`config.mk`:
```
export PLATFORM = sky130hd
export DESIGN_NAME = stm_axis_ctrl
export DESIGN_NICKNAME = d
export VERILOG_FILES = /design/src/logic/stm_pkg.sv /design/src/logic/stm_vstep.sv /design/src/logic/stm_axis_ctrl.sv
export SDC_FILE = /design/constraint.sdc
export NUM_CORES = 1
export LEC_CHECK = 0
export BUFFER_PORTS_ARGS = -buffer_cell sky130_fd_sc_hd__buf_4
export CAP_MARGIN = 30
export CORE_ASPECT_RATIO = 1.5
export CORE_MARGIN = 2
export CORE_UTILIZATION = 35
export CTS_BUF_LIST = sky130_fd_sc_hd__clkbuf_4 sky130_fd_sc_hd__clkbuf_8
export CTS_CLUSTER_DIAMETER = 100
export DETAILED_ROUTE_END_ITERATION = 8
export SYNTH_ARGS = -nofsm -noshare
export SYNTH_HDL_FRONTEND = slang
export SYNTH_SLANG_ARGS = --single-unit
```
`constraint.sdc`:
```
create_clock -name ref_clk_i -period 15.09 [get_ports ref_clk_i]
set_input_delay 1.509 -clock ref_clk_i [delete_from_list [all_inputs] [get_ports ref_clk_i]]
set_output_delay 1.509 -clock ref_clk_i [all_outputs]
set_load 0.005 [all_outputs]
```
`src/logic/stm_pkg.sv`:
```
package stm_pkg;

  // ==========================================================
  // clock and timing
  localparam int unsigned CLK_HZ         = 10_000_000;
  localparam int unsigned CLK_NS         = 1_000_000_000 / CLK_HZ;
  localparam int unsigned RAMP_TICK_US   = 1000;
  localparam int unsigned RAMP_TICK_CYC  = RAMP_TICK_US * 1000 / CLK_NS;
  localparam int unsigned PAUSE_UNIT_NS  = 32000;
  // least time per unit, so round up
  localparam int unsigned PAUSE_UNIT_CYC =
    (PAUSE_UNIT_NS + CLK_NS - 1) / CLK_NS;

  // ==========================================================
  // widths
  localparam int unsigned AP_W    = 8;
  localparam int unsigned DW      = 32;
  localparam int unsigned POS_W   = 32;
  localparam int unsigned VEL_W   = 23;
  localparam int unsigned ACC_W   = 23;
  localparam int unsigned V1_W    = 20;
  localparam int unsigned VS_W    = 18;
  localparam int unsigned PAUSE_W = 16;
  localparam int unsigned CUR_W   = 8;

  // ramp step = rate >> STEP_SHIFT per tick; braking look-ahead
  localparam int unsigned STEP_SHIFT  = 10;
  localparam int unsigned BRAKE_SHIFT = 4;

  // ==========================================================
  // axis parameter numbers
  localparam logic [AP_W-1:0] AP_STANDBY  = 8'h07;
  localparam logic [AP_W-1:0] AP_REACHED  = 8'h08;
  localparam logic [AP_W-1:0] AP_HOME     = 8'h09;
  localparam logic [AP_W-1:0] AP_RIGHT    = 8'h0a;
  localparam logic [AP_W-1:0] AP_LEFT     = 8'h0b;
  localparam logic [AP_W-1:0] AP_R_IGN    = 8'h0c;
  localparam logic [AP_W-1:0] AP_L_IGN    = 8'h0d;
  localparam logic [AP_W-1:0] AP_XCHG     = 8'h0e;
  localparam logic [AP_W-1:0] AP_A1       = 8'h0f;
  localparam logic [AP_W-1:0] AP_V1       = 8'h10;
  localparam logic [AP_W-1:0] AP_DMAX     = 8'h11;
  localparam logic [AP_W-1:0] AP_D1       = 8'h12;
  localparam logic [AP_W-1:0] AP_LAUNCH   = 8'h13;
  localparam logic [AP_W-1:0] AP_HALT     = 8'h14;
  localparam logic [AP_W-1:0] AP_PAUSE    = 8'h15;
  localparam logic [AP_W-1:0] AP_THR      = 8'h16;
  localparam logic [AP_W-1:0] AP_ADMIN    = 8'h17;
  localparam logic [AP_W-1:0] AP_R_INV    = 8'h18;
  localparam logic [AP_W-1:0] AP_L_INV    = 8'h19;
  localparam logic [AP_W-1:0] AP_SOFT     = 8'h1a;
  localparam logic [AP_W-1:0] AP_FCHOP    = 8'h1b;
  localparam logic [AP_W-1:0] AP_FFULL    = 8'h1c;
  localparam logic [AP_W-1:0] AP_MEAS     = 8'h1d;

  // ==========================================================
  // reset values
  localparam logic [CUR_W-1:0]   RST_STANDBY = 8'h00;
  localparam logic               RST_BIT     = 1'h0;
  localparam logic [ACC_W-1:0]   RST_ACC     = 23'h0;
  localparam logic [V1_W-1:0]    RST_V1      = 20'h0;
  localparam logic [VS_W-1:0]    RST_VS      = 18'h0;
  localparam logic [PAUSE_W-1:0] RST_PAUSE   = 16'h0;

  // ==========================================================
  // types
  typedef struct packed {
    logic home;
    logic right;
    logic left;
  } stm_sw_t;

  typedef struct packed {
    logic chop_alt;
    logic fullstep;
    logic lac_off;
    logic adapt;
  } stm_mode_t;

  typedef enum logic [3:0] {
    ST_IDLE  = 4'b0001,
    ST_RUN   = 4'b0010,
    ST_BRAKE = 4'b0100,
    ST_WAIT  = 4'b1000
  } stm_state_t;

  // ==========================================================
  // parameter number decode
  function automatic logic ap_known(input logic [AP_W-1:0] n);
    return (n >= AP_STANDBY) && (n <= AP_MEAS);
  endfunction : ap_known

  function automatic logic ap_ro(input logic [AP_W-1:0] n);
    return n inside {AP_REACHED, AP_HOME, AP_RIGHT, AP_LEFT, AP_MEAS};
  endfunction : ap_ro

endpackage : stm_pkg

```
`src/logic/stm_vstep.sv`:
```
`timescale 1ns/100ps
module stm_vstep
  import stm_pkg::*;
#(
  parameter int unsigned W = VEL_W
) (
  input  wire logic [W-1:0] v_i,    // present speed
  input  wire logic [W-1:0] goal_i, // speed to approach
  input  wire logic [W-1:0] rate_i, // accel or decel setting
  output logic      [W-1:0] v_o     // speed after one tick
);

  if (W <= STEP_SHIFT) begin : g_chk
    $error("stm_vstep: W too small");
  end

  logic [W-1:0] step;
  logic [W:0]   up;

  // never overshoots the goal; a tiny rate still moves one unit
  always_comb begin
    step = rate_i >> STEP_SHIFT;
    if (step == '0) begin
      step = W'(1);
    end
    up = {1'b0, v_i} + {1'b0, step};
    if (v_i < goal_i) begin
      v_o = (up > {1'b0, goal_i}) ? goal_i : up[W-1:0];
    end else if (v_i > goal_i) begin
      v_o = ((v_i - goal_i) < step) ? goal_i : v_i - step;
    end else begin
      v_o = v_i;
    end
  end

endmodule : stm_vstep

```
`src/logic/stm_axis_ctrl.sv`:
```
// Contract
// - when stopped, motor current is the 8-bit standby code, 255 full scale.
// - a set ignore bit removes that limit switch's stop action.
// - a set invert bit flips that limit switch's sensed level.
// - with gentle halt on, a limit stop ramps down instead of halting.
// - ramp heads for first-phase speed; zero skips it, max rates only.
// - max decel applies from top speed down to first-phase speed.
// - first-phase decel applies between first-phase and halt speed.
// - after reaching zero, wait the pause count in 32 us units.
// - above the threshold, load-adaptive current control is turned off.
// - fast chopper bit and speed above threshold select other chopper.
// - fast fullstep bit and speed above threshold select full step.
// - load-adaptive commutation only above its minimum speed.
// - measured driver speed is readable, read only.
`timescale 1ns/100ps
module stm_axis_ctrl
  import stm_pkg::*;
#(
  parameter int unsigned TICK_CYC  = RAMP_TICK_CYC,
  parameter int unsigned UNIT_CYC  = PAUSE_UNIT_CYC
) (
  input  wire logic              ref_clk_i,    // module clock
  input  wire logic              nrst_i,       // async reset, low
  input  wire logic [AP_W-1:0]   ap_num_i,     // parameter number
  input  wire logic [DW-1:0]     ap_wdata_i,   // set value
  input  wire logic              ap_wr_i,      // set strobe
  input  wire logic              ap_rd_i,      // get strobe
  output logic      [DW-1:0]     ap_rdata_o,   // get value
  output logic                   ap_ack_o,     // access done
  output logic                   ap_err_o,     // bad number/RO
  input  wire logic [POS_W-1:0]  target_pos_i, // target position
  input  wire logic [POS_W-1:0]  actual_pos_i, // actual position
  input  wire logic [VEL_W-1:0]  vmax_i,       // top speed
  input  wire logic [ACC_W-1:0]  amax_i,       // max accel
  input  wire logic [CUR_W-1:0]  run_cur_i,    // run current
  input  wire logic [VEL_W-1:0]  meas_speed_i, // driver speed
  input  wire stm_sw_t           sw_i,         // raw switches
  output logic      [VEL_W-1:0]  vel_o,        // commanded speed
  output logic                   dir_o,        // 1 = right
  output logic                   running_o,    // ramp active
  output logic      [CUR_W-1:0]  cur_o,        // current scale
  output stm_mode_t              mode_o,       // driver modes
  output logic                   stop_right_o, // right blocked
  output logic                   stop_left_o   // left blocked
);

  if (TICK_CYC < 1 || UNIT_CYC < 1) begin : g_chk
    $error("stm_axis_ctrl: cycle counts must be at least 1");
  end

  localparam int unsigned TICK_W = $clog2(TICK_CYC + 1);
  localparam int unsigned UNIT_W = $clog2(UNIT_CYC + 1);

  // ==========================================================
  // settings
  logic [CUR_W-1:0]   standby_r;
  logic               r_ign_r;
  logic               l_ign_r;
  logic               xchg_r;
  logic [ACC_W-1:0]   a1_r;
  logic [V1_W-1:0]    v1_r;
  logic [ACC_W-1:0]   dmax_r;
  logic [ACC_W-1:0]   d1_r;
  logic [VS_W-1:0]    launch_r;
  logic [VS_W-1:0]    halt_r;
  logic [PAUSE_W-1:0] pause_r;
  logic [VEL_W-1:0]   thr_r;
  logic [VEL_W-1:0]   admin_r;
  logic               r_inv_r;
  logic               l_inv_r;
  logic               soft_r;
  logic               fchop_r;
  logic               ffull_r;

  logic wr_ok;
  assign wr_ok = ap_wr_i && ap_known(ap_num_i) && !ap_ro(ap_num_i);

  always_ff @(posedge ref_clk_i or negedge nrst_i) begin
    if (!nrst_i) begin
      standby_r <= RST_STANDBY;
      r_ign_r   <= RST_BIT;
      l_ign_r   <= RST_BIT;
      xchg_r    <= RST_BIT;
      a1_r      <= RST_ACC;
      v1_r      <= RST_V1;
      dmax_r    <= RST_ACC;
      d1_r      <= RST_ACC;
      launch_r  <= RST_VS;
      halt_r    <= RST_VS;
      pause_r   <= RST_PAUSE;
      thr_r     <= RST_ACC;
      admin_r   <= RST_ACC;
      r_inv_r   <= RST_BIT;
      l_inv_r   <= RST_BIT;
      soft_r    <= RST_BIT;
      fchop_r   <= RST_BIT;
      ffull_r   <= RST_BIT;
    end else if (wr_ok) begin
      case (ap_num_i)
        AP_STANDBY: standby_r <= ap_wdata_i[CUR_W-1:0];
        AP_R_IGN:   r_ign_r   <= ap_wdata_i[0];
        AP_L_IGN:   l_ign_r   <= ap_wdata_i[0];
        AP_XCHG:    xchg_r    <= ap_wdata_i[0];
        AP_A1:      a1_r      <= ap_wdata_i[ACC_W-1:0];
        AP_V1:      v1_r      <= ap_wdata_i[V1_W-1:0];
        AP_DMAX:    dmax_r    <= ap_wdata_i[ACC_W-1:0];
        AP_D1:      d1_r      <= ap_wdata_i[ACC_W-1:0];
        AP_LAUNCH:  launch_r  <= ap_wdata_i[VS_W-1:0];
        AP_HALT:    halt_r    <= ap_wdata_i[VS_W-1:0];
        AP_PAUSE:   pause_r   <= ap_wdata_i[PAUSE_W-1:0];
        AP_THR:     thr_r     <= ap_wdata_i[VEL_W-1:0];
        AP_ADMIN:   admin_r   <= ap_wdata_i[VEL_W-1:0];
        AP_R_INV:   r_inv_r   <= ap_wdata_i[0];
        AP_L_INV:   l_inv_r   <= ap_wdata_i[0];
        AP_SOFT:    soft_r    <= ap_wdata_i[0];
        AP_FCHOP:   fchop_r   <= ap_wdata_i[0];
        AP_FFULL:   ffull_r   <= ap_wdata_i[0];
        default:    ;
      endcase
    end
  end

  // ==========================================================
  // switch conditioning and position status
  stm_sw_t          sw_x;
  stm_sw_t          sw_r;
  logic             reached_r;
  logic [VEL_W-1:0] meas_r;
  logic             stop_r_c;
  logic             stop_l_c;

  always_comb begin
    sw_x = sw_i;
    if (xchg_r) begin
      sw_x.right = sw_i.left;
      sw_x.left  = sw_i.right;
    end
  end

  always_ff @(posedge ref_clk_i or negedge nrst_i) begin
    if (!nrst_i) begin
      sw_r      <= '0;
      reached_r <= RST_BIT;
      meas_r    <= '0;
    end else begin
      sw_r.home  <= sw_x.home;
      sw_r.right <= sw_x.right ^ r_inv_r;
      sw_r.left  <= sw_x.left ^ l_inv_r;
      reached_r  <= (target_pos_i == actual_pos_i);
      meas_r     <= meas_speed_i;
    end
  end

  assign stop_r_c = sw_r.right && !r_ign_r;
  assign stop_l_c = sw_r.left && !l_ign_r;

  // ==========================================================
  // ramp generator
  stm_state_t        state_r;
  logic [VEL_W-1:0]  v_r;
  logic              dir_r;
  logic [TICK_W-1:0] tick_r;
  logic              tick;
  logic [UNIT_W-1:0] unit_r;
  logic [PAUSE_W-1:0] units_r;
  logic [VEL_W-1:0]  goal;
  logic [VEL_W-1:0]  rate;
  logic [VEL_W-1:0]  v_step;
  logic              v1_on;
  logic              need_dir;
  logic              blocked;
  logic              hit;
  logic              near;
  logic [POS_W:0]    diff;
  logic [POS_W:0]    remain;

  assign tick     = (tick_r == TICK_W'(TICK_CYC - 1));
  assign v1_on    = (v1_r != '0);
  assign need_dir = $signed(target_pos_i) > $signed(actual_pos_i);
  assign blocked  = need_dir ? stop_r_c : stop_l_c;
  assign hit      = dir_r ? stop_r_c : stop_l_c;
  assign diff     = {target_pos_i[POS_W-1], target_pos_i}
                  - {actual_pos_i[POS_W-1], actual_pos_i};
  assign remain   = diff[POS_W] ? (POS_W + 1)'(-diff) : diff;
  // crude look-ahead: no divider, so braking starts early enough
  // only for moderate decel settings
  assign near     = remain <= (POS_W + 1)'(v_r >> BRAKE_SHIFT);

  always_comb begin
    goal = vmax_i;
    rate = amax_i;
    if (state_r == ST_RUN) begin
      if (v1_on && v_r < VEL_W'(v1_r)) begin
        rate = a1_r;
      end
    end else begin
      goal = VEL_W'(halt_r);
      if (v1_on && v_r <= VEL_W'(v1_r)) begin
        rate = d1_r;
      end else begin
        rate = dmax_r;
      end
    end
  end

  stm_vstep #(
    .W (VEL_W)
  ) u_vstep (
    .v_i    (v_r),
    .goal_i (goal),
    .rate_i (rate),
    .v_o    (v_step)
  );

  always_ff @(posedge ref_clk_i or negedge nrst_i) begin
    if (!nrst_i) begin
      tick_r <= '0;
    end else if (tick) begin
      tick_r <= '0;
    end else begin
      tick_r <= tick_r + TICK_W'(1);
    end
  end

  // pause counted only while waiting, restarts on each entry
  always_ff @(posedge ref_clk_i or negedge nrst_i) begin
    if (!nrst_i) begin
      unit_r  <= '0;
      units_r <= '0;
    end else if (state_r != ST_WAIT) begin
      unit_r  <= '0;
      units_r <= '0;
    end else if (unit_r == UNIT_W'(UNIT_CYC - 1)) begin
      unit_r  <= '0;
      units_r <= units_r + PAUSE_W'(1);
    end else begin
      unit_r <= unit_r + UNIT_W'(1);
    end
  end

  always_ff @(posedge ref_clk_i or negedge nrst_i) begin
    if (!nrst_i) begin
      state_r <= ST_IDLE;
      v_r     <= '0;
      dir_r   <= RST_BIT;
    end else begin
      case (state_r)
        ST_IDLE: begin
          v_r <= '0;
          // flag lags a cycle: live compare blocks a start out of reset
          if (!reached_r && (target_pos_i != actual_pos_i) && !blocked) begin
            state_r <= ST_RUN;
            dir_r   <= need_dir;
            v_r     <= VEL_W'(launch_r);
          end
        end
        ST_RUN: begin
          if (hit && soft_r) begin
            state_r <= ST_BRAKE;
          end else if (hit) begin
            state_r <= ST_WAIT;
            v_r     <= '0;
          end else if (reached_r || near) begin
            state_r <= ST_BRAKE;
          end else if (tick) begin
            v_r <= v_step;
          end
        end
        ST_BRAKE: begin
          if ((hit && !soft_r) || reached_r) begin
            state_r <= ST_WAIT;
            v_r     <= '0;
          end else if (tick) begin
            if (v_step <= VEL_W'(halt_r)) begin
              state_r <= ST_WAIT;
              v_r     <= '0;
            end else begin
              v_r <= v_step;
            end
          end
        end
        ST_WAIT: begin
          v_r <= '0;
          if (units_r >= pause_r) begin
            state_r <= ST_IDLE;
          end
        end
        default: begin
          state_r <= ST_IDLE;
          v_r     <= '0;
        end
      endcase
    end
  end

  // ==========================================================
  // outputs
  logic moving;
  assign moving = (state_r == ST_RUN) || (state_r == ST_BRAKE);

  always_ff @(posedge ref_clk_i or negedge nrst_i) begin
    if (!nrst_i) begin
      cur_o        <= RST_STANDBY;
      running_o    <= RST_BIT;
      stop_right_o <= RST_BIT;
      stop_left_o  <= RST_BIT;
    end else begin
      cur_o        <= moving ? run_cur_i : standby_r;
      running_o    <= moving;
      stop_right_o <= stop_r_c;
      stop_left_o  <= stop_l_c;
    end
  end

  assign vel_o = v_r;
  assign dir_o = dir_r;

  always_ff @(posedge ref_clk_i or negedge nrst_i) begin
    if (!nrst_i) begin
      mode_o <= '0;
    end else begin
      mode_o.lac_off  <= meas_r > thr_r;
      mode_o.chop_alt <= fchop_r && (meas_r > thr_r);
      mode_o.fullstep <= ffull_r && (meas_r > thr_r);
      mode_o.adapt    <= meas_r > admin_r;
    end
  end

  // ==========================================================
  // parameter read-back
  logic [DW-1:0] rd_mux;

  always_comb begin
    case (ap_num_i)
      AP_STANDBY: rd_mux = DW'(standby_r);
      AP_REACHED: rd_mux = DW'(reached_r);
      AP_HOME:    rd_mux = DW'(sw_r.home);
      AP_RIGHT:   rd_mux = DW'(sw_r.right);
      AP_LEFT:    rd_mux = DW'(sw_r.left);
      AP_R_IGN:   rd_mux = DW'(r_ign_r);
      AP_L_IGN:   rd_mux = DW'(l_ign_r);
      AP_XCHG:    rd_mux = DW'(xchg_r);
      AP_A1:      rd_mux = DW'(a1_r);
      AP_V1:      rd_mux = DW'(v1_r);
      AP_DMAX:    rd_mux = DW'(dmax_r);
      AP_D1:      rd_mux = DW'(d1_r);
      AP_LAUNCH:  rd_mux = DW'(launch_r);
      AP_HALT:    rd_mux = DW'(halt_r);
      AP_PAUSE:   rd_mux = DW'(pause_r);
      AP_THR:     rd_mux = DW'(thr_r);
      AP_ADMIN:   rd_mux = DW'(admin_r);
      AP_R_INV:   rd_mux = DW'(r_inv_r);
      AP_L_INV:   rd_mux = DW'(l_inv_r);
      AP_SOFT:    rd_mux = DW'(soft_r);
      AP_FCHOP:   rd_mux = DW'(fchop_r);
      AP_FFULL:   rd_mux = DW'(ffull_r);
      AP_MEAS:    rd_mux = DW'(meas_r);
      default:    rd_mux = '0;
    endcase
  end

  always_ff @(posedge ref_clk_i or negedge nrst_i) begin
    if (!nrst_i) begin
      ap_rdata_o <= '0;
      ap_ack_o   <= RST_BIT;
      ap_err_o   <= RST_BIT;
    end else begin
      ap_ack_o <= ap_wr_i || ap_rd_i;
      ap_err_o <= (ap_wr_i || ap_rd_i) && (!ap_known(ap_num_i)
                  || (ap_wr_i && ap_ro(ap_num_i)));
      if (ap_rd_i) begin
        ap_rdata_o <= rd_mux;
      end
    end
  end

  localparam int unsigned CYC_W = PAUSE_W + UNIT_W + 1;

  logic [CYC_W-1:0] wait_cyc_r;

  // cycles spent waiting, kept apart from the unit counter
  always_ff @(posedge ref_clk_i or negedge nrst_i) begin
    if (!nrst_i) begin
      wait_cyc_r <= '0;
    end else if (state_r != ST_WAIT) begin
      wait_cyc_r <= '0;
    end else begin
      wait_cyc_r <= wait_cyc_r + CYC_W'(1);
    end
  end
endmodule : stm_axis_ctrl

```
Word level (Yosys, flattened, before mapping)
Cells that the tools add are included.

Bits in registers: 346. Bits of input ports: 188. Output and inout bits: 73. Word-level logic and storage cells: 194.

Add/subtract/negate cells: 8. Order comparisons: 14. Eq/ne operators: 40. Muxes and demuxes: 38. Bitwise logic cells: 2. Reduce and logical (&&, ||, !) cells: 52.

Operator list (count): 23-bit case mux with 23 select lines (1); 23-bit 2-to-1 mux (15); 8-bit by 5-bit == test with 1-bit output, second input constant (14); 23-bit greater-than comparator (3); 23-bit case mux with 3 select lines (1); 8-bit by 4-bit == test with 1-bit output, second input constant (8); 23-bit < comparator (2); 23-bit subtractor (2); 2-bit AND reduction (19); 33-bit by 19-bit less-or-equal comparator with 1-bit output (1); 33-bit 2-to-1 mux (1); 33-bit negator (1); 32-bit by 32-bit subtractor with 33-bit output (1); 32-bit == test (1); 32-bit greater-than comparator (1); 16-bit 2-to-1 mux (2); 4-bit 2-to-1 mux (8); 32-bit inequality test (1); 23-bit by 23-bit adder with 24-bit output (1); 24-bit by 23-bit greater-than comparator with 1-bit output (1); 23-bit by 18-bit less-or-equal comparator with 1-bit output (1); 23-bit by 20-bit less-or-equal comparator with 1-bit output (1); 23-bit logical NOT (1); 23-bit by 20-bit < comparator with 1-bit output (1); 33 further kinds (66).

Depth between registers and ports, before layout
Gate-level depths: netlist of the first run.

Word-level depth: 15. Depth in mapped cells: 55. Gate-level depth less buffers: 50.

Cells and area by module
From an unflattened synthesis of the first run, not the netlist that was laid out.

Cells, all modules: 2966. Area, all modules: 26153.8 um^2.

By module, submodules not included: stm_axis_ctrl (times used 1, cells an instance 2279, area each 21458.1 um^2, sequential area each 8434.3 um^2); stm_vstep (times used 1, cells an instance 687, area each 4695.8 um^2, sequential area each 0.0 um^2).

Least setup slack after synthesis of the first run
No wires, ideal clock.

Path type: flip-flop to flip-flop. From: register v_r[4], in the netlist vel_o[4]. To: register v_r[11], in the netlist vel_o[11]. Setup time: 0.129 ns. Arrival time: 10.412 ns. Required time: 14.961 ns. Slack: 4.548 ns. Cell stages (with the launch flop): 53. Path buffers: 3. Clock period less this slack: 10.542 ns. Path through: dfrtp_1 -> ha_1 -> a211oi_1 -> nor2_1 -> o311ai_0 -> nand3_1 -> or3_1 -> a32o_1 -> or4b_1 -> o21bai_2 -> ha_1 -> inv_1 -> fa_1 -> o21bai_1 -> a21oi_1 -> o21ai_0 -> a221oi_1 -> o21ai_0 -> (+17 left out) -> inv_1 -> ha_1 -> a21o_1 -> a21o_1 -> a21o_1 -> a21o_1 -> a21o_1 -> a21oi_1 -> nor2b_1 -> o31a_1 -> o21a_1 -> o21a_1 -> o22ai_1 -> o211a_1 -> nand4_1 -> a21oi_2 -> buf_2 -> o31ai_1.

Word-level cells in the longest chain between the ends: 15. Elaborated cells on any way between the ends: 33. Classes of those cells: add/sub: 3; order compare: 8; eq/ne: 1; mux: 16; reduce/logical: 5.

Ends and longest elaborated chain: start: declaration (line stm_axis_ctrl.sv:160) `logic [VEL_W-1:0] v_r;`; start signal: assignment (line stm_axis_ctrl.sv:254) `v_r <= VEL_W'(launch_r);`; start signal: assignment (line stm_axis_ctrl.sv:266) `v_r <= v_step;`; start signal: assignment (line stm_axis_ctrl.sv:278) `v_r <= v_step;`; 23-bit by 20-bit less-or-equal comparator with 1-bit output or 23-bit by 20-bit < comparator with 1-bit output (tied branches) (line stm_axis_ctrl.sv:198, stm_axis_ctrl.sv:193); 1-bit logical AND, on equally long branches (line stm_axis_ctrl.sv:198, stm_axis_ctrl.sv:193); 23-bit 2-to-1 mux, on equally long branches (line stm_axis_ctrl.sv:198, stm_axis_ctrl.sv:193); 23-bit 2-to-1 mux (line stm_axis_ctrl.sv:192) `if (state_r == ST_RUN) begin`; 23-bit logical NOT (line stm_vstep.sv:23) `if (step == '0) begin`; 13-bit 2-to-1 mux (line stm_vstep.sv:23); 23-bit by 23-bit adder with 24-bit output (tied with other cells) (line stm_vstep.sv:26) `up = {1'b0, v_i} + {1'b0, step};`; 24-bit by 23-bit greater-than comparator with 1-bit output or 23-bit 2-to-1 mux (tied branches) (line stm_vstep.sv:28, stm_vstep.sv:30); 23-bit 2-to-1 mux, on equally long branches (line stm_vstep.sv:28, stm_vstep.sv:29); 23-bit 2-to-1 mux (line stm_vstep.sv:27) `if (v_i < goal_i) begin`; 23-bit by 18-bit less-or-equal comparator with 1-bit output or 23-bit 2-to-1 mux (tied branches) (line stm_axis_ctrl.sv:274, stm_axis_ctrl.sv:265); 23-bit 2-to-1 mux, on equally long branches (line stm_axis_ctrl.sv:274, stm_axis_ctrl.sv:263); 23-bit 2-to-1 mux, on equally long branches (line stm_axis_ctrl.sv:273, stm_axis_ctrl.sv:260); 23-bit 2-to-1 mux, on equally long branches (line stm_axis_ctrl.sv:270, stm_axis_ctrl.sv:258); 23-bit case mux with 3 select lines (line stm_axis_ctrl.sv:247) `case (state_r)`.

Parallel ways exist; a longest one is shown, timed or not. The select of a mux whose other input is x is not followed. A chain may end at the register's enable or synchronous reset.

Final worst setup path of the first run
From: register v_r[6], in the netlist vel_o[6]. To: register v_r[2], in the netlist vel_o[2].

Same word-level chain as after synthesis.

==> impl_summary.log, run 1 <==
INFO  metric outcome = finished clean
INFO  metric criticalPathCategory = reg -> reg
INFO  metric num-fill-cells = roughly 7.6k
INFO  metric post-route-min-period = 12.70 ns
INFO  metric io_buffers = 232
INFO  metric cts_repair_resized_insts = 0
INFO  metric hold_violations = 0
INFO  metric timing.rr.end = vel_o[2]$_DFFE_PN0P_
INFO  metric placementRows = between 100 and 150
INFO  metric die_height = around 340 um
INFO  metric clk_latency = slightly above 0.6 ns
INFO  metric avgRoutedWirePerCell = ~22 um
INFO  metric yosys_most_used_dff = dfrtp_1
INFO  metric synth_top_area_cell = dfrtp_1
INFO  metric hpwlAfterDp = 71.96 mm
INFO  metric design.portCount = roughly 260
INFO  metric clock_sinks = 337
INFO  metric syn2layout_area_growth = 14.41%
INFO  metric core = 73580 um2
INFO  metric synth.yosys.warnings = 0
INFO  metric ff2ff_setup_slack = 2.39 ns
INFO  metric design_area = 29630 um2
INFO  metric syn-instance-count = 2999
INFO  metric ant_nets = 0
INFO  metric drt_drc_violations_left = 0
INFO  metric detail_route.first_pass.iterations = 6
INFO  metric power.static_leakage = 14.46 nW
INFO  metric critical_path.max_stage_delay = 0.79 ns
INFO  metric holdCritPathClass = reg -> reg
INFO  metric worstSetupEndpointType = register
INFO  metric timing.final.setup_violations = 0
INFO  metric timing.critical_path.arrival = 13.18 ns
INFO  metric timing.clock.skew = 0.02578 ns
INFO  metric peakVddDrop = 0.00006360 V
INFO  metric synth_seq_cells = between 300 and 400
INFO  metric critical_path_required = between 15 and 20 ns
INFO  metric final_routed_wirelength = 90.47 mm
INFO  metric share_of_synthesized_area_occupied_by_flip_flops_and_latches = 0.3257
INFO  metric initial_utilization = 0.3520
INFO  metric grt_use_total = 0.2345
INFO  metric grt_ovf = 0
INFO  metric postPlaceCellArea = 28630 um2
INFO  metric max-slew-margin-rel = 0.2976
INFO  metric synth_edf_count = 0
INFO  metric number_of_stages_on_the_worst_hold_path = 1
INFO  metric yosysTopAreaCellShare = 0.3247
INFO  metric tritoncts = yes
INFO  metric gpl.final_weighted_congestion = 0.9224
INFO  metric crit_slowest_cell = nor4_1
INFO  metric cts-root-to-sink-buffers = 3
INFO  metric ctsRootBufferMaster = clkbuf_8
INFO  metric pin_count_of_the_biggest_net_entering_global_routing = 155
INFO  metric ctsHoldBuffers = 0
INFO  metric worstPathMaxFanout = 35
INFO  metric count_of_max_cap_constraint_violations = 0
INFO  metric synthDistinctLibCells = 104
INFO  metric drt_iter0_drc = 1716
INFO  metric timing.critical_path.mode_cell = o21a_1
INFO  metric r2r.worst_path.cells = between 50 and 60
INFO  metric via_count_of_the_first_global_routing_pass = 23.24k
INFO  metric worst-slew-pin-transition = 1.054 ns
INFO  metric layout_worst_path_cycle_share = 0.8414
INFO  metric clk_transition_reported_paths = 0.07 ns
INFO  metric yosys-top-cells-area = dfrtp_1 (32%), ha_1 (12%), mux2_2 (5.2%), o21ai_0 (4.4%), nand2_1 (4.3%)
INFO  metric htree_num_levels = 2
INFO  metric finish.net_count = 3604
INFO  metric holdPathEnd = tick_r[0]$_DFF_PN0_
INFO  metric achievable-frequency = between 70 and 80 MHz
INFO  metric syn_area_cell = 8.635 um2
INFO  metric post_drt_via_cell_ratio = 5.577
INFO  metric hp-start = tick_r[0]$_DFF_PN0_
INFO  metric cts_buffers = 46
INFO  metric report.final.slew_viol_count = 0
INFO  metric fin_util = 0.4027
INFO  metric fp.dieArea = 76230 um2
INFO  metric crit_path_start_kind = register
INFO  metric grt_first_pass_wirelength = 137.3 mm
INFO  metric buffer_count_from_post_cts_setup_fixing = 0
INFO  metric antenna_found_initial = 2
INFO  metric worst_r2r_startpoint = vel_o[6]$_DFFE_PN0P_
INFO  metric synth.cell_area = 25900 um2
INFO  metric ys_async_rst_share = 1.000
INFO  metric rsz_0062_raised_after_global_routing = no
INFO  metric pwr_density_cell = 69.67 nW/um2
INFO  metric die_x = between 200 and 250 um
INFO  metric totalNegativeSetupSlack = 0 ns
INFO  metric via_count = 23.42k
INFO  metric layout-drive-gt1-share = 0.1669
[registers in the layout (all words and copies together) (netlist names), 9 cells and up]
name and count:
pause_r 16, ap_rdata_o 23, vel_o 23, thr_r 23, dmax_r 23, admin_r 23, meas_r 23, d1_r 23
halt_r 18, unit_r 9, tick_r 14, launch_r 18, units_r 16, v1_r 20, a1_r 23
[cell usage after synthesis, types with 10 or more instances]
cell type  count
dfrtp_1      336
nand2_1      297
ha_1         239
nor2_1       231
o21ai_0      228
inv_1        226
a21oi_1      169
mux2_2       120
clkbuf_1     114
xnor2_1       71
a21o_1        60
nand3_1       60
nand4_1       54
nor3_1        53
a22oi_1       49
mux2i_1       48
xor2_1        43
o21a_1        41
nor2b_1       38
nand2b_1      33
a221oi_1      29
o31ai_1       29
a211oi_1      28
and3_1        24
a31oi_1       23
buf_4         23
nor4_1        23
and2_1        22
or3_1         17
a222oi_1      15
a211o_1       14
buf_2         14
o211ai_1      14
o22ai_1       12
a22o_1        11
o21ai_1       11
a41oi_1       10
o21bai_1      10
[worst max-delay path: cells and delay by family, from the launching register on]
kind | cells | cell delay, ns
adder cells (fa/ha/maj) | 5 | 1.47
XOR/XNOR | 1 | 0.19
multiplexers | 1 | 0.12
AND/OR/NAND/NOR | 10 | 2.30
flip-flops | 1 | 0.59
buffers and inverters | 6 | 1.39
AO/OA/AOI/OAI | 29 | 6.46
[cell families (layout without fill, tap and decap cells)]
| group | count (synthesis) | in the layout | share of synthesized area |
|---|---|---|---|
| muxes | 171 | 171 | 0.07291 |
| xor gates and xnor gates | 115 | 115 | 0.03918 |
| other | 1 | 11 | 0.0001448 |
| buffers and inverters | 389 | 588 | 0.06097 |
| adders and majority gates | 243 | 243 | 0.1186 |
| and+or+nand+nor | 905 | 905 | 0.1678 |
| DFF | 337 | 337 | 0.3257 |
| AOI/OAI and AO/OA | 838 | 838 | 0.2147 |
[placed cells by master, fill, tap and decap left out, types with 12 or more instances in the layout]
master / count
buf_4: 275
a221oi_1: 29
a21o_1: 60
nor3_1: 44
o31ai_1: 29
dfrtp_1: 336
and2_1: 21
a211oi_1: 28
a22oi_1: 49
a211o_1: 14
nand2_1: 297
nor4_1: 21
o211ai_1: 14
o22ai_1: 12
a222oi_1: 15
nor2b_1: 38
xor2_1: 43
a31oi_1: 23
mux2_2: 120
mux2i_1: 48
and3_1: 24
xnor2_1: 71
o21ai_0: 228
ha_1: 239
nand2b_1: 33
nand3_1: 60
clkbuf_8: 59
or3_1: 17
inv_1: 226
a21oi_1: 169
nor2_1: 230
nand4_1: 54
o21a_1: 41
[power by group]
part	switching, mW	internal (mW)	leakage (nW)	total, mW
Sequential	0.0129	0.916	4.06	0.929
Combinational	0.215	0.148	9.86	0.362
Clock	0.367	0.406	0.532	0.773
[per-stage QoR]
stage | hold slack, ns | total power, mW | worst slack, ns | cells
2_1_floorplan | 0.4329 | 1.165 | 4.549 | 3007
3_3_place_gp | 0.4439 | 1.303 | 2.531 | 4112
3_5_place_dp | 0.4515 | 1.306 | 2.476 | 4117
4_1_cts | 0.4614 | 2.086 | 2.416 | 4198
5_1_grt | 0.4754 | 2.158 | 1.890 | 4199
6_report | 0.4610 | 2.064 | 2.394 | 4200
[per-layer routing]
| metal | up-vias | share of wire | global-route usage |
|---|---|---|---|
| met2 | 696 | 0.50 | 0.4249 |
| met1 | 11362 | 0.40 | 0.2709 |
| li1 | 11154 | - | - |
| met5 | - | 0 | 0 |
| met4 | 0 | 0.061 | 0.1334 |
| met3 | 212 | 0.039 | 0.01843 |
[worst max-delay path by stage]
| stage | from | end | slack [ns] | cells past startpoint |
|---|---|---|---|---|
| floorplan | vel_o[4]$_DFFE_PN0P_ | vel_o[11]$_DFFE_PN0P_ | 4.55 | 52 |
| global placement | vel_o[4]$_DFFE_PN0P_ | vel_o[18]$_DFFE_PN0P_ | 2.53 | 52 |
| detailed placement | vel_o[4]$_DFFE_PN0P_ | vel_o[2]$_DFFE_PN0P_ | 2.48 | 52 |
| CTS | vel_o[5]$_DFFE_PN0P_ | vel_o[2]$_DFFE_PN0P_ | 2.42 | 52 |
| global route | vel_o[6]$_DFFE_PN0P_ | vel_o[8]$_DFFE_PN0P_ | 1.89 | 52 |
| finish | vel_o[6]$_DFFE_PN0P_ | vel_o[2]$_DFFE_PN0P_ | 2.39 | 52 |
[cell type report]
class                   instances  area (um2)  share of cell area
multi-input cells            2281       15980              0.5392
flip-flops and latches        337        8434              0.2847
repair buffers                280        2127             0.07179
well taps                     992        1241             0.04189
clock buffers                  67       872.1             0.02943
inverters                     227       852.1             0.02876
clock inverters                14       122.6            0.004138
diodes                          2       5.005           0.0001689
(Power assumes the default switching activity.)
==> run 2, diff against run 1 <==
==> constraint.sdc (replaced) <==
create_clock -name ref_clk_i -period 13.2 [get_ports ref_clk_i]
set_input_delay 1.32 -clock ref_clk_i [delete_from_list [all_inputs] [get_ports ref_clk_i]]
set_output_delay 1.32 -clock ref_clk_i [all_outputs]
set_load 0.005 [all_outputs]
==> run 2 against run 1 <==
Net effect:
- clock-buffer cell count is 6 higher
- critical path depth is 2 higher
- register-to-register slack worse by 1.2 ns
- sequential share of layout area is 0.40 points lower
- sequential power is 14% higher
- clock skew is 0.0014 ns lower
- non-clock buffer count is 41 higher
==> impl_summary.log, run 2 (synthesized netlist as in run 1, its figures left out) <==
INFO  metric timing.critical_path.arrival = 12.48 ns
INFO  metric drt_iter0_drc = 1606
INFO  metric place_worst_setup_slack = around 1.2 ns
INFO  metric pwr-share-comb = 0.171
INFO  metric via_count_of_the_first_global_routing_pass = 23.47k
INFO  metric rsz_0062_raised_after_global_routing = no
INFO  metric dp_cells = 4157
INFO  metric post_drt_via_cell_ratio = 5.586
INFO  metric grt_use_total = 0.2369
INFO  metric hpwlAfterDp = 72.96 mm
INFO  metric finish.net_count = around 3.6k
INFO  metric criticalPathCategory = reg -> reg
INFO  metric peakVddDrop = 0.00006251 V
INFO  metric top_signal_layer_used = met4
INFO  metric setup_ws = 1.188 ns
INFO  metric via_count = 23.71k
INFO  metric post-route-min-period = between 10 and 15 ns
INFO  metric clk_latency = about 0.62 ns
INFO  metric worst_path_buf_inv = 8
INFO  metric critical_path.max_stage_delay = 0.79 ns
INFO  metric tritoncts = yes
INFO  metric ctsHoldBuffers = 0
INFO  metric timing.critical_path.mode_cell = a21o_1
INFO  metric final_routed_wirelength = ~91 mm
INFO  metric ff2ff_setup_slack = 1.19 ns
INFO  metric cts_repair_resized_insts = 0
INFO  metric postPlaceCellArea = around 29000 um2
INFO  metric ctsRootBufferMaster = clkbuf_8
INFO  metric layout.cells.non_filler = 4245
INFO  metric cts_buffers = 48
INFO  metric initial_utilization = 0.3520
INFO  metric totalNegativeSetupSlack = 0 ns
INFO  metric critical_path_required = about 14 ns
INFO  metric worstSetupEndpointType = register
INFO  metric max-slew-margin-rel = 0.3776
INFO  metric worst-slew-pin-transition = slightly above 0.9 ns
INFO  metric drt_drc_violations_left = 0
INFO  metric hold_slack = 0.4619 ns
INFO  metric timing.final.setup_violations = 0
INFO  metric placementRows = around 120
INFO  metric clock_sinks = 337
INFO  metric number_of_stages_on_the_worst_hold_path = 1
INFO  metric layout.cells.most_common = dfrtp_1
INFO  metric fp.dieArea = roughly 76000 um2
INFO  metric met3_length = 3.793 mm
INFO  metric commonest_cells_after_routing_fill_and_taps_aside = dfrtp_1 (336), buf_4 (315), nand2_1 (297)
INFO  metric core = 73580 um2
INFO  metric power.static_leakage = 14.72 nW
INFO  metric avgRoutedWirePerCell = roughly 21 um
INFO  metric pin_count_of_the_biggest_net_entering_global_routing = 85
INFO  metric io_buffers = 232
INFO  metric power.sequential.fraction = 0.438
INFO  metric design_area = 30050 um2
INFO  metric netSwitchingPower = 0.6837 mW
INFO  metric count_of_max_cap_constraint_violations = 0
INFO  metric grt_ovf = 0
INFO  metric cts-root-to-sink-buffers = 3
INFO  metric holdPathEnd = tick_r[0]$_DFF_PN0_
INFO  metric buffer_count_from_post_cts_setup_fixing = 0
INFO  metric gpl.final_weighted_congestion = around 0.92
INFO  metric layout-drive-gt1-share = 0.1790
INFO  metric timing.rr.end = vel_o[6]$_DFFE_PN0P_
INFO  metric clk_transition_reported_paths = 0.07 ns
INFO  metric cellInternalPower = about 1.7 mW
INFO  metric hp-start = tick_r[0]$_DFF_PN0_
INFO  metric hold_violations = 0
INFO  metric worstPathMaxFanout = 23
INFO  metric fin_util = 0.4085
INFO  metric post-layout-total-power = approximately 2.4 mW
INFO  metric detail_route.wirelength.met1 = 35.34 mm
INFO  metric timing.clock.skew = roughly 0.024 ns
INFO  metric report.final.slew_viol_count = 0
INFO  metric holdCritPathClass = reg -> reg
INFO  metric design.portCount = 261
INFO  metric detail_route.first_pass.iterations = 6
INFO  metric achievable-frequency = ~83 MHz
INFO  metric power.share.clock = 0.391
INFO  metric netSwitchingFraction = 0.2818
INFO  metric layout_worst_path_cycle_share = 0.9100
INFO  metric die_x = about 230 um
INFO  metric crit_family = compound AO/OA/AOI/OAI gates
INFO  metric syn2layout_area_growth = 16.05%
INFO  metric outcome = finished clean
INFO  metric crit_path_start_kind = register
INFO  metric r2r.worst_path.cells = 54
INFO  metric grt_first_pass_wirelength = 138.2 mm
INFO  metric ant_nets = 0
INFO  metric die_height = between 300 and 400 um
INFO  metric crit_slowest_cell = a211oi_1
INFO  metric htree_num_levels = 2
INFO  metric pwr_density_cell = between 80 and 90 nW/um2
INFO  metric antenna_found_initial = 2
INFO  metric worst_r2r_startpoint = vel_o[8]$_DFFE_PN0P_
INFO  metric dr_wl_met2 = around 47 mm
-- run 2: worst reg2reg max path: cells and delay by family, from the launching register on --
kind / cells / cell delay (ns)
buf+inv: 8 / 1.32
xor+xnor: 1 / 0.14
mux: 1 / 0.09
fa+ha+maj: 5 / 1.32
flops: 1 / 0.59
simple gates: 8 / 1.29
compound gates: 31 / 7.10
-- run 2: cell type report --
cell class	count	area [um2]
fill	7532	43520
multi-input combinational	2281	15980
sequential	337	8434
timing repair buffer	321	2455
tap	992	1241
clock buffer	73	923.4
inverter	227	852.1
clock inverter	13	168.9
antenna	1	2.502
-- run 2: power groups by stage --
stage / sequential (mW) / clock [mW] / combinational [mW]
6_report: 1.06 / 0.949 / 0.416
5_1_grt: 1.06 / 1.02 / 0.460
4_1_cts: 1.06 / 0.971 / 0.414
3_5_place_dp: 1.08 / 0 / 0.412
3_3_place_gp: 1.08 / 0 / 0.409
2_1_floorplan: 1.08 / 0 / 0.256
-- run 2: worst max-delay path by stage --
| stage | from | endpoint | slack [ns] | cells after the start |
|---|---|---|---|---|
| 5_1_grt | vel_o[10]$_DFFE_PN0P_ | vel_o[0]$_DFFE_PN0P_ | 0.47 | 54 |
| 3_3_place_gp | vel_o[10]$_DFFE_PN0P_ | vel_o[18]$_DFFE_PN0P_ | 1.27 | 54 |
| 6_report | vel_o[8]$_DFFE_PN0P_ | vel_o[6]$_DFFE_PN0P_ | 1.19 | 54 |
| 2_1_floorplan | vel_o[4]$_DFFE_PN0P_ | vel_o[11]$_DFFE_PN0P_ | 2.66 | 52 |
| 3_5_place_dp | vel_o[10]$_DFFE_PN0P_ | vel_o[3]$_DFFE_PN0P_ | 1.25 | 54 |
| 4_1_cts | vel_o[10]$_DFFE_PN0P_ | vel_o[0]$_DFFE_PN0P_ | 1.18 | 54 |
-- run 2: routing by layer --
metal / up-vias / GRT usage
li1: 11230 / -
met1: 11558 / 0.2707
met2: 726 / 0.4364
met3: 197 / 0.02016
met4: 0 / 0.1244
met5: - / 0
